--- config.mk ---
export PLATFORM = sky130hd
export DESIGN_NAME = uds_desc_source
export DESIGN_NICKNAME = d
export VERILOG_FILES = /design/src/logic/uds_pkg.sv /design/src/logic/uds_desc_mem.sv /design/src/logic/uds_desc_source.sv
export SDC_FILE = /design/constraint.sdc
export NUM_CORES = 1
export LEC_CHECK = 0
export BUFFER_PORTS_ARGS = -buffer_cell sky130_fd_sc_hd__buf_4
export CORE_MARGIN = 4
export CORE_UTILIZATION = 51
export DETAILED_ROUTE_END_ITERATION = 8
export PLACE_DENSITY = 0.8
export SYNTH_ARGS = -nofsm -noshare
export SYNTH_HDL_FRONTEND = slang
export SYNTH_SLANG_ARGS = --single-unit
--- constraint.sdc ---
create_clock -name clk_i -period 4.3 [get_ports clk_i]
set_clock_uncertainty 0.2 [all_clocks]
set_input_delay 0.645 -clock clk_i [delete_from_list [all_inputs] [get_ports clk_i]]
set_output_delay 0.645 -clock clk_i [all_outputs]
set_load 0.005 [all_outputs]
--- src/logic/uds_pkg.sv ---
// Constants and carrier types of the device descriptor source.
// Assumes one 25 MHz clock domain shared with the endpoint-zero control logic.
package uds_pkg;
  // ----------------------------------------------------------------
  // Descriptor image
  // ----------------------------------------------------------------
  localparam logic [7:0]  DEV_LEN       = 8'h12;
  localparam logic [7:0]  DEV_TYPE      = 8'h01;
  localparam logic [15:0] DEF_BCD_USB   = 16'h0100;
  localparam logic [7:0]  DEF_CLASS     = 8'h00;
  localparam logic [7:0]  DEF_SUB       = 8'h00;
  localparam logic [7:0]  DEF_PROTO     = 8'h00;
  localparam logic [7:0]  DEF_MPS       = 8'h08;
  localparam logic [15:0] DEF_VID       = 16'hA5A5;  // Arbitrary value
  localparam logic [15:0] DEF_PID       = 16'h5A5A;  // Arbitrary value
  localparam logic [15:0] DEF_BCD_DEV   = 16'h0100;
  localparam logic [7:0]  DEF_I_MFR     = 8'h01;
  localparam logic [7:0]  DEF_I_PROD    = 8'h02;
  localparam logic [7:0]  DEF_I_SER     = 8'h03;
  localparam logic [7:0]  DEF_NUM_CFG   = 8'h02;
  localparam logic [7:0]  CODE_VENDOR   = 8'hFF;
  localparam logic [7:0]  MPS_8         = 8'h08;
  localparam logic [7:0]  MPS_16        = 8'h10;
  localparam logic [7:0]  MPS_32        = 8'h20;
  localparam logic [7:0]  MPS_64        = 8'h40;
  // Byte offsets inside the device descriptor
  localparam logic [4:0]  OFS_LEN   = 5'h00;
  localparam logic [4:0]  OFS_TYPE  = 5'h01;
  localparam logic [4:0]  OFS_USB_L = 5'h02;
  localparam logic [4:0]  OFS_USB_H = 5'h03;
  localparam logic [4:0]  OFS_CLASS = 5'h04;
  localparam logic [4:0]  OFS_SUB   = 5'h05;
  localparam logic [4:0]  OFS_PROTO = 5'h06;
  localparam logic [4:0]  OFS_MPS   = 5'h07;
  localparam logic [4:0]  OFS_VID_L = 5'h08;
  localparam logic [4:0]  OFS_VID_H = 5'h09;
  localparam logic [4:0]  OFS_PID_L = 5'h0A;
  localparam logic [4:0]  OFS_PID_H = 5'h0B;
  localparam logic [4:0]  OFS_REL_L = 5'h0C;
  localparam logic [4:0]  OFS_REL_H = 5'h0D;
  localparam logic [4:0]  OFS_I_MFR = 5'h0E;
  localparam logic [4:0]  OFS_I_PRD = 5'h0F;
  localparam logic [4:0]  OFS_I_SER = 5'h10;
  localparam logic [4:0]  OFS_NCFG  = 5'h11;
  // Extra descriptor store: two regions of 32 bytes
  localparam int          MEM_AW    = 6;
  localparam logic        REG_REL   = 1'b0;
  localparam logic        REG_UNREL = 1'b1;

  // ----------------------------------------------------------------
  // Types
  // ----------------------------------------------------------------
  typedef enum logic [1:0] {
    REQ_STD_DEV = 2'h0,
    REQ_CLS_VND = 2'h1,
    REQ_OTHER   = 2'h2
  } uds_kind_t;

  typedef enum logic [1:0] {
    ST_IDLE = 2'b00,
    ST_ADDR = 2'b01,
    ST_LOAD = 2'b11,
    ST_HOLD = 2'b10
  } uds_state_t;

  typedef struct packed {
    logic [15:0] bcd_usb;
    logic [7:0]  dev_class;
    logic [7:0]  dev_sub;
    logic        sub_private;
    logic [7:0]  dev_proto;
    logic [7:0]  mps;
    logic [15:0] vid;
    logic [15:0] pid;
    logic [15:0] bcd_dev;
    logic [7:0]  i_mfr;
    logic [7:0]  i_prod;
    logic [7:0]  i_ser;
    logic [7:0]  num_cfg;
  } uds_cfg_t;

  localparam uds_cfg_t CFG_RESET = '{DEF_BCD_USB, DEF_CLASS, DEF_SUB, 1'b0, DEF_PROTO, DEF_MPS,
                                     DEF_VID, DEF_PID, DEF_BCD_DEV, DEF_I_MFR, DEF_I_PROD,
                                     DEF_I_SER, DEF_NUM_CFG};

  typedef struct packed {
    uds_kind_t   kind;
    logic [15:0] len;
  } uds_req_t;

  typedef struct packed {
    logic        region;
    logic [4:0]  addr;
    logic [7:0]  data;
  } uds_load_t;

  typedef struct packed {
    logic [7:0]  data;
    logic        eop;
    logic        last;
  } uds_tx_t;
endpackage

--- src/logic/uds_desc_mem.sv ---
// Byte store for extra descriptors: region 0 served after the device descriptor, region 1 alone on class and vendor requests.
// Assumes single clock; read data appear one cycle after a read enable.
`timescale 1ns/1ns
module uds_desc_mem (
  input  wire logic                       clk_i,      // System clock
  input  wire logic                       resetn_i,   // Sync reset, active low
  input  wire logic                       wr_en_i,    // Write strobe
  input  wire logic [uds_pkg::MEM_AW-1:0] wr_addr_i,  // Write address
  input  wire logic [7:0]                 wr_data_i,  // Write byte
  input  wire logic                       rd_en_i,    // Read strobe
  input  wire logic [uds_pkg::MEM_AW-1:0] rd_addr_i,  // Read address
  output logic      [7:0]                 rd_data_o   // Registered read byte
);
  logic [7:0] mem_reg [2**uds_pkg::MEM_AW];
  logic [7:0] rd_reg;

  always_ff @(posedge clk_i) begin
    if (wr_en_i) begin
      mem_reg[wr_addr_i] <= wr_data_i;
    end
  end

  always_ff @(posedge clk_i) begin
    if (!resetn_i) begin
      rd_reg <= 8'h00;
    end else if (rd_en_i) begin
      rd_reg <= mem_reg[rd_addr_i];
    end
  end

  assign rd_data_o = rd_reg;
endmodule

--- src/logic/uds_desc_source.sv ---
// Device descriptor source: answers descriptor requests byte by byte on endpoint zero.
// Assumes the control-transfer logic shares clk_i and drives requests and loads synchronously.
`timescale 1ns/1ns
module uds_desc_source (
  input  wire logic               clk_i,        // 25 MHz clock
  input  wire logic               resetn_i,     // Sync reset, active low
  input  wire uds_pkg::uds_cfg_t  cfg_i,        // Customisable descriptor fields
  input  wire logic               req_valid_i,  // Descriptor request strobe
  input  wire uds_pkg::uds_req_t  req_i,        // Request kind and host length
  output logic                    req_ready_o,  // Idle, request or load taken
  input  wire logic               ld_valid_i,   // Extra descriptor byte write
  input  wire uds_pkg::uds_load_t ld_i,         // Region, offset and byte
  output logic                    tx_valid_o,   // Byte offered
  output uds_pkg::uds_tx_t        tx_o,         // Byte, packet end, transfer end
  input  wire logic               tx_ready_i,   // Byte accepted
  output logic                    done_o,       // Transfer finished pulse
  output logic                    stall_o,      // Request refused pulse
  output logic                    cfg_err_o     // Configuration was corrected
);

  // ----------------------------------------------------------------
  // Decoding helpers
  // ----------------------------------------------------------------
  function automatic logic mps_ok(input logic [7:0] m);
    return (m == uds_pkg::MPS_8) || (m == uds_pkg::MPS_16) ||
           (m == uds_pkg::MPS_32) || (m == uds_pkg::MPS_64);
  endfunction

  // Single image for the whole device, whatever configuration is active
  function automatic logic [7:0] image_byte(input uds_pkg::uds_cfg_t c, input logic [4:0] i);
    case (i)
      uds_pkg::OFS_LEN:   return uds_pkg::DEV_LEN;
      uds_pkg::OFS_TYPE:  return uds_pkg::DEV_TYPE;
      uds_pkg::OFS_USB_L: return c.bcd_usb[7:0];
      uds_pkg::OFS_USB_H: return c.bcd_usb[15:8];
      uds_pkg::OFS_CLASS: return c.dev_class;
      uds_pkg::OFS_SUB:   return c.dev_sub;
      uds_pkg::OFS_PROTO: return c.dev_proto;
      uds_pkg::OFS_MPS:   return c.mps;
      uds_pkg::OFS_VID_L: return c.vid[7:0];
      uds_pkg::OFS_VID_H: return c.vid[15:8];
      uds_pkg::OFS_PID_L: return c.pid[7:0];
      uds_pkg::OFS_PID_H: return c.pid[15:8];
      uds_pkg::OFS_REL_L: return c.bcd_dev[7:0];
      uds_pkg::OFS_REL_H: return c.bcd_dev[15:8];
      uds_pkg::OFS_I_MFR: return c.i_mfr;
      uds_pkg::OFS_I_PRD: return c.i_prod;
      uds_pkg::OFS_I_SER: return c.i_ser;
      uds_pkg::OFS_NCFG:  return c.num_cfg;
      default:            return 8'h00;
    endcase
  endfunction

  // ----------------------------------------------------------------
  // Configuration sanitising
  // ----------------------------------------------------------------
  uds_pkg::uds_cfg_t cfg_reg;
  uds_pkg::uds_cfg_t cfg_next;
  logic              cfg_err_next;
  logic              cfg_err_reg;

  always_comb begin
    cfg_next     = cfg_i;
    cfg_err_next = 1'b0;
    cfg_next.sub_private = 1'b0;
    // Zero class means a zero subclass; illegal combinations are corrected, not passed
    if (cfg_i.dev_class == 8'h00 && cfg_i.dev_sub != 8'h00) begin
      cfg_next.dev_sub = 8'h00;
      cfg_err_next     = 1'b1;
    end
    if (cfg_i.sub_private && cfg_i.dev_class != uds_pkg::CODE_VENDOR) begin
      cfg_next.dev_sub = 8'h00;
      cfg_err_next     = 1'b1;
    end
    if (!mps_ok(cfg_i.mps)) begin
      cfg_next.mps = uds_pkg::DEF_MPS;
      cfg_err_next = 1'b1;
    end
  end

  // One cycle of lag buys an image that never changes halfway through a byte
  // Class and protocol codes 00..FF pass unchanged
  always_ff @(posedge clk_i) begin
    if (!resetn_i) begin
      cfg_reg     <= uds_pkg::CFG_RESET;
      cfg_err_reg <= 1'b0;
    end else begin
      cfg_reg     <= cfg_next;
      cfg_err_reg <= cfg_err_next;
    end
  end

  // ----------------------------------------------------------------
  // Extra descriptor store
  // ----------------------------------------------------------------
  uds_pkg::uds_state_t state_reg;
  logic                rdy_reg;
  logic [7:0]          rel_len_reg;
  logic [7:0]          unrel_len_reg;
  logic                mem_rd;
  logic [5:0]          mem_addr;
  logic [7:0]          mem_data;
  logic                ld_take;
  logic                mem_region_reg;
  logic [15:0]         idx_reg;
  uds_pkg::uds_kind_t  kind_reg;
  logic [15:0]         off;

  // Loads only while idle so that a transfer never sees a half-written descriptor
  assign ld_take  = ld_valid_i && rdy_reg && state_reg == uds_pkg::ST_IDLE;
  assign off      = (kind_reg == uds_pkg::REQ_STD_DEV) ? idx_reg - 16'(uds_pkg::DEV_LEN) : idx_reg;
  assign mem_rd   = state_reg == uds_pkg::ST_ADDR;
  // Related bytes come from region 0 only after the standard image
  assign mem_addr = {(kind_reg == uds_pkg::REQ_STD_DEV) ? uds_pkg::REG_REL : uds_pkg::REG_UNREL, off[4:0]};

  // Each region holds 32 bytes; a longer stored descriptor wraps onto its own start
  uds_desc_mem u_mem (
    .clk_i     (clk_i),
    .resetn_i  (resetn_i),
    .wr_en_i   (ld_take),
    .wr_addr_i ({ld_i.region, ld_i.addr}),
    .wr_data_i (ld_i.data),
    .rd_en_i   (mem_rd),
    .rd_addr_i (mem_addr),
    .rd_data_o (mem_data)
  );

  // The first stored byte of each descriptor is its own length
  always_ff @(posedge clk_i) begin
    if (!resetn_i) begin
      rel_len_reg   <= 8'h00;
      unrel_len_reg <= 8'h00;
    end else if (ld_take && ld_i.addr == 5'h00) begin
      if (ld_i.region == uds_pkg::REG_REL) begin
        rel_len_reg <= ld_i.data;
      end else begin
        unrel_len_reg <= ld_i.data;
      end
    end
  end

  always_ff @(posedge clk_i) begin
    if (!resetn_i) begin
      mem_region_reg <= 1'b0;
    end else if (mem_rd) begin
      mem_region_reg <= mem_addr[5];
    end
  end

  // ----------------------------------------------------------------
  // Transfer sequencer
  // ----------------------------------------------------------------
  logic        req_take;
  logic        req_bad;
  logic [15:0] total;
  logic [15:0] cnt_reg;
  logic [15:0] req_len_reg;
  logic [7:0]  pkt_reg;
  logic        last_byte;
  logic        pkt_end;
  logic        tx_valid_reg;
  uds_pkg::uds_tx_t tx_reg;
  logic        done_reg;
  logic        stall_reg;
  logic [7:0]  src_byte;

  assign req_take = req_valid_i && rdy_reg && state_reg == uds_pkg::ST_IDLE;
  // Unrelated descriptors never answer a standard request
  assign req_bad  = (req_i.kind == uds_pkg::REQ_OTHER) ||
                    (req_i.kind == uds_pkg::REQ_CLS_VND && unrel_len_reg == 8'h00);
  assign total    = (req_i.kind == uds_pkg::REQ_STD_DEV) ?
                    16'(uds_pkg::DEV_LEN) + {8'h00, rel_len_reg} : {8'h00, unrel_len_reg};
  assign last_byte = idx_reg == cnt_reg - 16'h0001;
  assign pkt_end   = last_byte || pkt_reg == cfg_reg.mps - 8'h01;
  assign src_byte  = (kind_reg == uds_pkg::REQ_STD_DEV && idx_reg < 16'(uds_pkg::DEV_LEN)) ?
                     image_byte(cfg_reg, idx_reg[4:0]) : mem_data;

  // Three cycles a byte (address, registered read, hold): slow, but no path from memory to the output
  always_ff @(posedge clk_i) begin
    if (!resetn_i) begin
      state_reg   <= uds_pkg::ST_IDLE;
      rdy_reg     <= 1'b0;
      idx_reg     <= 16'h0000;
      cnt_reg     <= 16'h0000;
      req_len_reg <= 16'h0000;
      kind_reg    <= uds_pkg::REQ_STD_DEV;
    end else begin
      case (state_reg)
        uds_pkg::ST_IDLE: begin
          rdy_reg <= 1'b1;
          if (req_take) begin
            rdy_reg     <= 1'b0;
            idx_reg     <= 16'h0000;
            kind_reg    <= req_i.kind;
            req_len_reg <= req_i.len;
            // Shorter of host length and descriptor length
            cnt_reg     <= (req_i.len < total) ? req_i.len : total;
            if (!req_bad && req_i.len != 16'h0000 && total != 16'h0000) begin
              state_reg <= uds_pkg::ST_ADDR;
            end
          end
        end
        uds_pkg::ST_ADDR: state_reg <= uds_pkg::ST_LOAD;
        uds_pkg::ST_LOAD: state_reg <= uds_pkg::ST_HOLD;
        uds_pkg::ST_HOLD: begin
          if (tx_ready_i) begin
            idx_reg   <= idx_reg + 16'h0001;
            state_reg <= tx_reg.last ? uds_pkg::ST_IDLE : uds_pkg::ST_ADDR;
          end
        end
        default: state_reg <= uds_pkg::ST_IDLE;
      endcase
    end
  end

  // Byte presentation; held stable until the consumer takes it
  always_ff @(posedge clk_i) begin
    if (!resetn_i) begin
      tx_valid_reg <= 1'b0;
      tx_reg       <= '0;
    end else if (state_reg == uds_pkg::ST_LOAD) begin
      tx_valid_reg <= 1'b1;
      tx_reg.data  <= src_byte;
      tx_reg.eop   <= pkt_end;
      tx_reg.last  <= last_byte;
    end else if (state_reg == uds_pkg::ST_HOLD && tx_ready_i) begin
      tx_valid_reg <= 1'b0;
    end
  end

  // Position within the current endpoint-zero packet
  always_ff @(posedge clk_i) begin
    if (!resetn_i || req_take) begin
      pkt_reg <= 8'h00;
    end else if (state_reg == uds_pkg::ST_HOLD && tx_ready_i) begin
      pkt_reg <= tx_reg.eop ? 8'h00 : pkt_reg + 8'h01;
    end
  end

  // One-cycle pulses: whoever waits on them must look at every edge
  always_ff @(posedge clk_i) begin
    if (!resetn_i) begin
      done_reg  <= 1'b0;
      stall_reg <= 1'b0;
    end else begin
      stall_reg <= req_take && req_bad;
      done_reg  <= (req_take && !req_bad && (req_i.len == 16'h0000 || total == 16'h0000)) ||
                   (state_reg == uds_pkg::ST_HOLD && tx_ready_i && tx_reg.last);
    end
  end

  assign req_ready_o = rdy_reg;
  assign tx_valid_o  = tx_valid_reg;
  assign tx_o        = tx_reg;
  assign done_o      = done_reg;
  assign stall_o     = stall_reg;
  assign cfg_err_o   = cfg_err_reg;
endmodule

==> results.json <==
{
  "nFillCells": 4254,
  "timing.hold.ws_ps": 24.0,
  "r2r.worst_path.cells": 9,
  "timing_worst_slew_pin_value_ps": 1120,
  "drt-vias-per-instance": 6.19,
  "clockBufferDepth": 3,
  "wire_length_on_met3_mm": 8.72,
  "min_delay_path_depth": 2,
  "finish.utilization_pct": 59.6,
  "wl_mm": 78.4,
  "report.final.slew_viol_count": 0,
  "run_status": "complete, no violations",
  "htree_num_levels": 3,
  "start_kind": "register",
  "wire_per_inst_um": 25.0,
  "postSynthAreaPerCell_um2": 13.8,
  "synth_top_flop_cell": "sky130_fd_sc_hd__edfxtp_1",
  "first_pass_grt_wire_length_mm": 119,
  "numPlacedInstances": 3002,
  "synthesis.yosys.warnings": 0,
  "synthDistinctLibCells": 84,
  "internal_power_mw": 11.5,
  "syn-cell-area_um2": 29500,
  "detailroute.via_count": 19399,
  "crit_slowest_cell": "sky130_fd_sc_hd__nand2_8",
  "yosys-top-cells-area": "sky130_fd_sc_hd__edfxtp_1 (52%), sky130_fd_sc_hd__dfxtp_1 (14%), sky130_fd_sc_hd__mux4_2 (5.1%)",
  "post_synthesis_sequential_area_ratio_pct": 66.4,
  "finalNonFillerCells": 3135,
  "achievable-frequency_mhz": 263,
  "rsz_0062_raised_after_global_routing": "false",
  "timing.final.ws_setup_ps": 503,
  "path_max_fanout": 66,
  "timing.setup.tns_ps": 0,
  "hold_class": "input port to register",
  "largest_register_ffs": 512,
  "overflow": 0,
  "coreArea_um2": 56800,
  "placement.cell_area_um2": 31500,
  "place_ws_ps": 576,
  "drtAntennaViolNets": 0,
  "post-synth-top-count-cell": "sky130_fd_sc_hd__edfxtp_1",
  "holdCritStartpoint": "cfg_i[72]",
  "share_seq_of_total_power_pct": 51.6,
  "place.detailed.hpwl_mm": 51.0,
  "synth_top_area_cell": "sky130_fd_sc_hd__edfxtp_1",
  "die_width_um": 249,
  "path_common_cell": "sky130_fd_sc_hd__buf_4",
  "p_comb_share_pct": 6.6,
  "cp_num_buf_inv": 2,
  "leakagePower_nw": 11.7,
  "regArea_um2": 19600,
  "ys_ff_latch": 723,
  "post_route_m1_wl_mm": 29.8,
  "core.rowCount": 87,
  "tritoncts_clock_tree": "built",
  "final_layout_size_suffix_gt1_share_pct": 18.6,
  "power.switching_fraction_pct": 22.0,
  "critical_path.max_stage_delay_ps": 480,
  "layout-area-overhead-vs-synth_pct": 14.6,
  "gpl.final_weighted_congestion": 0.961,
  "cts.clk_slew.worst_paths_ps": 60,
  "multi_input_area_um2": 9230,
  "synthesis.instances": 2141,
  "critPathArrivalTime_ps": 4080,
  "tritoncts_num_sinks": 723,
  "max-vdd-ir-drop_mv": 0.352,
  "top_level_ports": 181,
  "report.power.total_mw": 14.7,
  "final_min_period_over_clock_period_pct": 88.3,
  "port_buffers": 180,
  "r2r-end": "u_mem.rd_data_o[2]",
  "power_density_nw_per_um2": 435,
  "worst_hold_path_ep": "cfg_reg[72]",
  "top_layer_used_by_detailed_routing": "met4",
  "count_of_flip_flops_with_a_built_in_enable_after_synthesis": 512,
  "crit-reg2reg-launch": "idx_reg[1]",
  "clock_tree_root_buffer_cell": "sky130_fd_sc_hd__clkbuf_16",
  "design.die.area_um2": 61800,
  "antenna_found_initial": 2,
  "crit_chain": "buf_4 -> or3_4 -> nand2_8 -> buf_4 -> mux2_2 -> o211ai_1 -> o2111ai_1 -> nor4_1 -> o21ai_1",
  "layout.cell_area.non_filler_um2": 33800,
  "grt.total_usage_pct": 24.7,
  "yosysTopAreaCellShare_pct": 52.1,
  "clock_insertion_delay_worst_skew_ps": 610,
  "floorplan.initialDensity_pct": 52.0,
  "switching_power_mw": 3.24,
  "synthArstFlopShare_pct": 0,
  "routed-wl-met2_mm": 36.5,
  "worst_ep_required_ps": 4580,
  "initialDrtViolationCount": 2458,
  "max_slew_margin_pct": 25.5,
  "critical_path_class": "register to register",
  "chipHeight_um": 249,
  "cpLargestDelayFamily": "simple AND/OR/NAND/NOR gates",
  "max_cap_violations": 0,
  "nets": 2507,
  "share_clk_of_total_power_pct": 41.9,
  "cp-end-kind": "register",
  "setup_viol": 0,
  "finalHoldViolCount": 0,
  "fin_crit_ps": 3800,
  "synth_top_cells_by_count": "sky130_fd_sc_hd__edfxtp_1 (512), sky130_fd_sc_hd__dfxtp_1 (211), sky130_fd_sc_hd__nand2_1 (183)",
  "pin_count_of_the_biggest_net_entering_global_routing": 77,
  "cts_inserted_buffers": 70,
  "remaining_drc_errors": 0,
  "dr.pass1.iters": 8,
  "cts_repair_resize_count": 0,
  "first_global_vias": 19407,
  "reg2reg_setup_slack_ps": 500
}
worst register-to-register path, cell delays in order, from the launching register on:
cell and delay [ps]:
sky130_fd_sc_hd__dfxtp_2 320, sky130_fd_sc_hd__buf_4 300, sky130_fd_sc_hd__or3_4 440, sky130_fd_sc_hd__nand2_8 480, sky130_fd_sc_hd__buf_4 390, sky130_fd_sc_hd__mux2_2 360
sky130_fd_sc_hd__o211ai_1 270, sky130_fd_sc_hd__o2111ai_1 310, sky130_fd_sc_hd__nor4_1 470, sky130_fd_sc_hd__o21ai_1 130
area by class of cell:
cell class	instances	share of cell area, %
clock inverters	30	0.987
flip-flops and latches	723	57.9
inverters	26	0.288
multi-input cells	1281	27.3
repair buffers	220	4.95
well taps	756	2.79
clock buffers	97	5.79
diodes	2	0.0148
how the worst max path moves through the flow:
stage,endpoint,slack (ps),startpoint,depth (start not counted)
finish,u_mem.rd_data_o[2],500,idx_reg[1],9
global route,u_mem.rd_data_o[4],400,idx_reg[1],9
CTS,u_mem.rd_data_o[2],550,idx_reg[1],9
detailed placement,u_mem.rd_data_o[2],580,idx_reg[1],9
global placement,u_mem.rd_data_o[2],640,idx_reg[1],9
floorplan,u_mem.rd_data_o[0],1280,idx_reg[2],11
layer usage:
layer / vias to the layer above / global-route usage, %
met5: - / 0
met4: 0 / 10.4
met3: 203 / 7.22
met2: 1213 / 38.7
met1: 9529 / 32.6
li1: 8454 / -
cell families (layout without fill, tap and decap cells):
| kind of cell | count (synthesis) | count (layout) | synth area share, % |
|---|---|---|---|
| AND/OR/NAND/NOR | 685 | 685 | 11.7 |
| XOR/XNOR | 55 | 55 | 1.68 |
| other | 1 | 6 | 0.0127 |
| flip-flops | 723 | 723 | 66.4 |
| adder cells (fa/ha/maj) | 19 | 19 | 0.805 |
| AO/OA/AOI/OAI | 344 | 344 | 7.69 |
| buffers and inverters | 140 | 373 | 2.44 |
| multiplexers | 174 | 174 | 9.30 |
cells in the final DEF, fill, tap and decap left out, types with 67 or more instances in the layout:
cell	instances
sky130_fd_sc_hd__and2_1	96
sky130_fd_sc_hd__clkbuf_16	74
sky130_fd_sc_hd__nor2_1	149
sky130_fd_sc_hd__a21oi_1	102
sky130_fd_sc_hd__mux4_2	67
sky130_fd_sc_hd__buf_4	215
sky130_fd_sc_hd__dfxtp_1	207
sky130_fd_sc_hd__nand2_1	183
sky130_fd_sc_hd__mux2i_1	72
sky130_fd_sc_hd__edfxtp_1	512
power groups by stage:
stage,clock network [mW],registers (mW),logic [mW]
after floorplan,0,7.72,0.572
after global placement,0,7.74,0.919
after detailed placement,0,7.75,0.942
after CTS,6.22,7.60,0.953
after global routing,6.51,7.60,1.04
final,6.17,7.60,0.968
what timing repair did:
action | in CTS | in global routing
setup endpoints to repair | 0 | 0
endpoints found under the hold margin | 4 | 0
buffers inserted | 0 | 0
hold buffers | 4 | 0
(Power assumes the default switching activity.)
